<file path="config.mk">
export PLATFORM = sky130hd
export DESIGN_NAME = ic_partner
export DESIGN_NICKNAME = d
export VERILOG_FILES = /design/src/ic_partner.sv
export SDC_FILE = /design/constraint.sdc
export NUM_CORES = 1
export LEC_CHECK = 0
export ABC_CLOCK_PERIOD_IN_PS = 3000
export BUFFER_PORTS_ARGS = -buffer_cell sky130_fd_sc_hd__buf_2
export CAP_MARGIN = 20
export CORE_AREA = 2 2 39 41
export DETAILED_ROUTE_END_ITERATION = 10
export DIE_AREA = 0 0 41 43
export PLACE_DENSITY = 0.33
export SLEW_MARGIN = 20
export SYNTH_ARGS = -nofsm -noshare
export SYNTH_HDL_FRONTEND = slang
export SYNTH_SLANG_ARGS = --single-unit
</file>
<file path="constraint.sdc">
create_clock -name core_clk_i -period 3 [get_ports core_clk_i]
set_clock_uncertainty 0.1 [all_clocks]
set_input_delay 0 -clock core_clk_i [delete_from_list [all_inputs] [get_ports core_clk_i]]
set_output_delay 0 -clock core_clk_i [all_outputs]
set_load 0.01 [all_outputs]
</file>
<file path="src/ic_partner.sv">
// Interconnect model that accepts requests promptly or with stalls
`timescale 1ns/1ps
module ic_partner (
   input  wire logic core_clk_i,
   input  wire logic resetn_i,
   input  wire logic slow_i,
   output logic      arready_o,
   output logic      awready_o,
   output logic      wready_o
);
   logic [2:0] tick;
   // Free-running phase; stalls differ per channel, all three ready together when tick is 7
   always_ff @(posedge core_clk_i or negedge resetn_i) begin
      if (!resetn_i) tick <= 3'h0;
      else tick <= tick + 3'h1;
   end
   assign arready_o = !slow_i || tick == 3'h7;
   assign awready_o = !slow_i || tick[1:0] == 2'h3;
   assign wready_o  = !slow_i || tick[0];
endmodule : ic_partner

</file>
==> flow_metrics.env <==
export IMPL_outcome="finished clean"
export IMPL_rrSetupSlack_ns=1.92
export IMPL_switching_share=0.193
export IMPL_finalNetCount=25
export IMPL_port_buffers=5
export IMPL_mostFrequentLayoutCells="5 x buf_2, 3 x nand2b_1, 3 x clkbuf_4, 3 x dfrtp_1, 2 x ha_1"
export IMPL_largest_register="tick"
export IMPL_setup_ws_ns=1.66
export IMPL_cap_violations=0
export IMPL_place_gp_congestion=0.447
export IMPL_synth_seq_cells=3
export IMPL_fp_dieArea_mm2=0.00176
export IMPL_syn_inst=9
export IMPL_yosys_area_share_adder=0.204
export IMPL_cts_setup_buffers=0
export IMPL_die_h_um=43
export IMPL_wire_per_inst_um=5.80
export IMPL_synth_compound_area_frac=0
export IMPL_hp_class="input port to asynchronous set/reset pin"
export IMPL_fmax_ghz=0.745
export IMPL_slew_viol_final=0
export IMPL_num_io_pins=6
export IMPL_cts_made_buffers=3
export IMPL_grt_first_pass_wirelength_um=303
export IMPL_power_switching_mw=0.0223
export IMPL_peakVddDrop_mv=0.0999
export IMPL_cts_sinks=3
export IMPL_netlist_area_leader_share=0.612
export IMPL_synth_area_top_cells="dfrtp_1 61%, ha_1 20%, nand2b_1 15%"
export IMPL_p_per_area_mw_per_mm2=568
export IMPL_cts_tree="built"
export IMPL_chipWidth_um=41
export IMPL_rsz0062_at_grt="false"
export IMPL_pwr_share_seq=0.352
export IMPL_finalPower_mw=0.116
export IMPL_p_clk_frac=0.597
export IMPL_routed_wl_um=203
export IMPL_period_needed_ns=1.34
export IMPL_n_antenna_cell=0
export IMPL_tightest_slew_ns=0.0923
export IMPL_instances_no_fill=35
export IMPL_yosys_cell_types_count=4
export IMPL_grt_max_degree=4
export IMPL_root_buffer="clkbuf_4"
export IMPL_coreArea_mm2=0.00138
export IMPL_dpl_cell_count=30
export IMPL_largest_reg_flops=3
export IMPL_cp_arrival_ns=1.24
export IMPL_start_kind="register"
export IMPL_intPower_mw=0.0935
export IMPL_layout_commonest_cell="buf_2"
export IMPL_synthMuxAreaShare=0
export IMPL_reg_largest_list="tick x3"
export IMPL_clockBufferDepth=2
export IMPL_hold_ws_ns=0.0146
export IMPL_crit_path_max_fanout=3
export IMPL_clk_latency_ns=0.23
export IMPL_tns_ns=0
export IMPL_antenna_found_initial=0
export IMPL_clk_pin_slew_ns=0.04
export IMPL_setup_viol=0
export IMPL_fin_crit_sh=0.447
export IMPL_drcViolationCount=0
export IMPL_syn_avg_cell_area_um2=13.6
export IMPL_grt_pass1_vias=101
export IMPL_synthesis_nets=14
export IMPL_synth_xor_area_share=0
export IMPL_first_pass_iters=2
export IMPL_hold_viol=0
export IMPL_grt_usage=0.0333
export IMPL_yosysWarnings=0
export IMPL_synthesis_area_um2=123
export IMPL_crit_type="register to output pin"
export IMPL_timing_rr_end="tick[2]"
export IMPL_area_growth_pct=66.3
export IMPL_fp_row_count=14
export IMPL_vias_per_cell=2.54
export IMPL_reg2reg_depth=2
export IMPL_synth_top_area_cell="dfrtp_1"
export IMPL_end_kind="output pin"
export IMPL_drive_gt1_frac=0.421
export IMPL_yosysSeqAreaShare=0.612
export IMPL_start_util=0.0886
export IMPL_worstPathRequired_ns=2.90
export IMPL_max_slew_margin_rel=0.938
export IMPL_ctsHtreeMaxLevel=1
export IMPL_num_fill_cells=154
export IMPL_ant_nets=0
export IMPL_synth_simple_area_share=0.153
export IMPL_via_count=89
export IMPL_synth_top_family_by_area="adder cells"
export IMPL_r2r_start="tick[0]"
export IMPL_p_leak_nw=0.112
export IMPL_drt_iter0_drc=3
export IMPL_overflow=0
export IMPL_dpl_worst_slack_ns=1.89
export IMPL_pwr_share_comb=0.051
logic make-up (layout without fill, tap and decap cells):
logic type | count (synthesis) | after routing
adder cells (fa/ha/maj) | 2 | 2
buffers and inverters | 1 | 11
flip-flops | 3 | 3
AND/OR/NAND/NOR | 3 | 3
cell type report:
| cell class | count | area, um2 | area share |
|---|---|---|---|
| sequential | 3 | 75.1 | 0.368 |
| clock buffer | 4 | 26.3 | 0.129 |
| inverter | 1 | 3.75 | 0.0184 |
| timing repair buffer | 6 | 35.0 | 0.172 |
| tap | 16 | 20.0 | 0.0982 |
| multi-input combinational | 5 | 43.8 | 0.215 |
worst max-delay path, cell delays in order, from the launching register on:
cell and delay [ns]:
dfrtp_1 0.38, ha_1 0.21, ha_1 0.16, nand2b_1 0.13, buf_2 0.13
how the worst max path moves through the flow:
stage | from | end | slack, ns | cells after the start
2_1_floorplan | tick[0] | tick[2] | 1.96 | 2
3_3_place_gp | tick[0] | arready_o | 1.90 | 4
3_5_place_dp | tick[0] | arready_o | 1.89 | 4
4_1_cts | tick[0] | arready_o | 1.64 | 4
5_1_grt | tick[0] | arready_o | 1.58 | 4
6_report | tick[0] | arready_o | 1.66 | 4
cells in the mapped netlist (all sizes together):
cell type / number
inv: 1
ha: 2
nand2b: 3
dfrtp: 3
metal layers:
metal | wire length (um) | part of all wire | GRT usage
met4 | 0 | 0 | 0.0600
met3 | 47 | 0.23 | 0.0314
met2 | 72 | 0.35 | 0.0313
met5 | 0 | 0 | 0
met1 | 83 | 0.41 | 0.0261
per-stage QoR:
stage          utilization  instance area [um2]
2_1_floorplan            -                  123
3_3_place_gp         0.121                  168
3_5_place_dp         0.121                  168
4_1_cts              0.147                  204
5_1_grt              0.147                  204
6_report             0.147                  204
power groups by stage:
stage | sequential, mW | clock (mW) | combinational [mW]
final | 0.0407 | 0.0692 | 0.00590
after global routing | 0.0407 | 0.0753 | 0.00655
after CTS | 0.0407 | 0.0736 | 0.00601
after detailed placement | 0.0412 | 0 | 0.00494
after global placement | 0.0412 | 0 | 0.00482
after floorplan | 0.0412 | 0 | 0.00143
repair_timing:
item	CTS	global route
resized for setup	0	0
hold endpoints to repair	3	0
hold buffers	1	0
(Power assumes the default switching activity.)
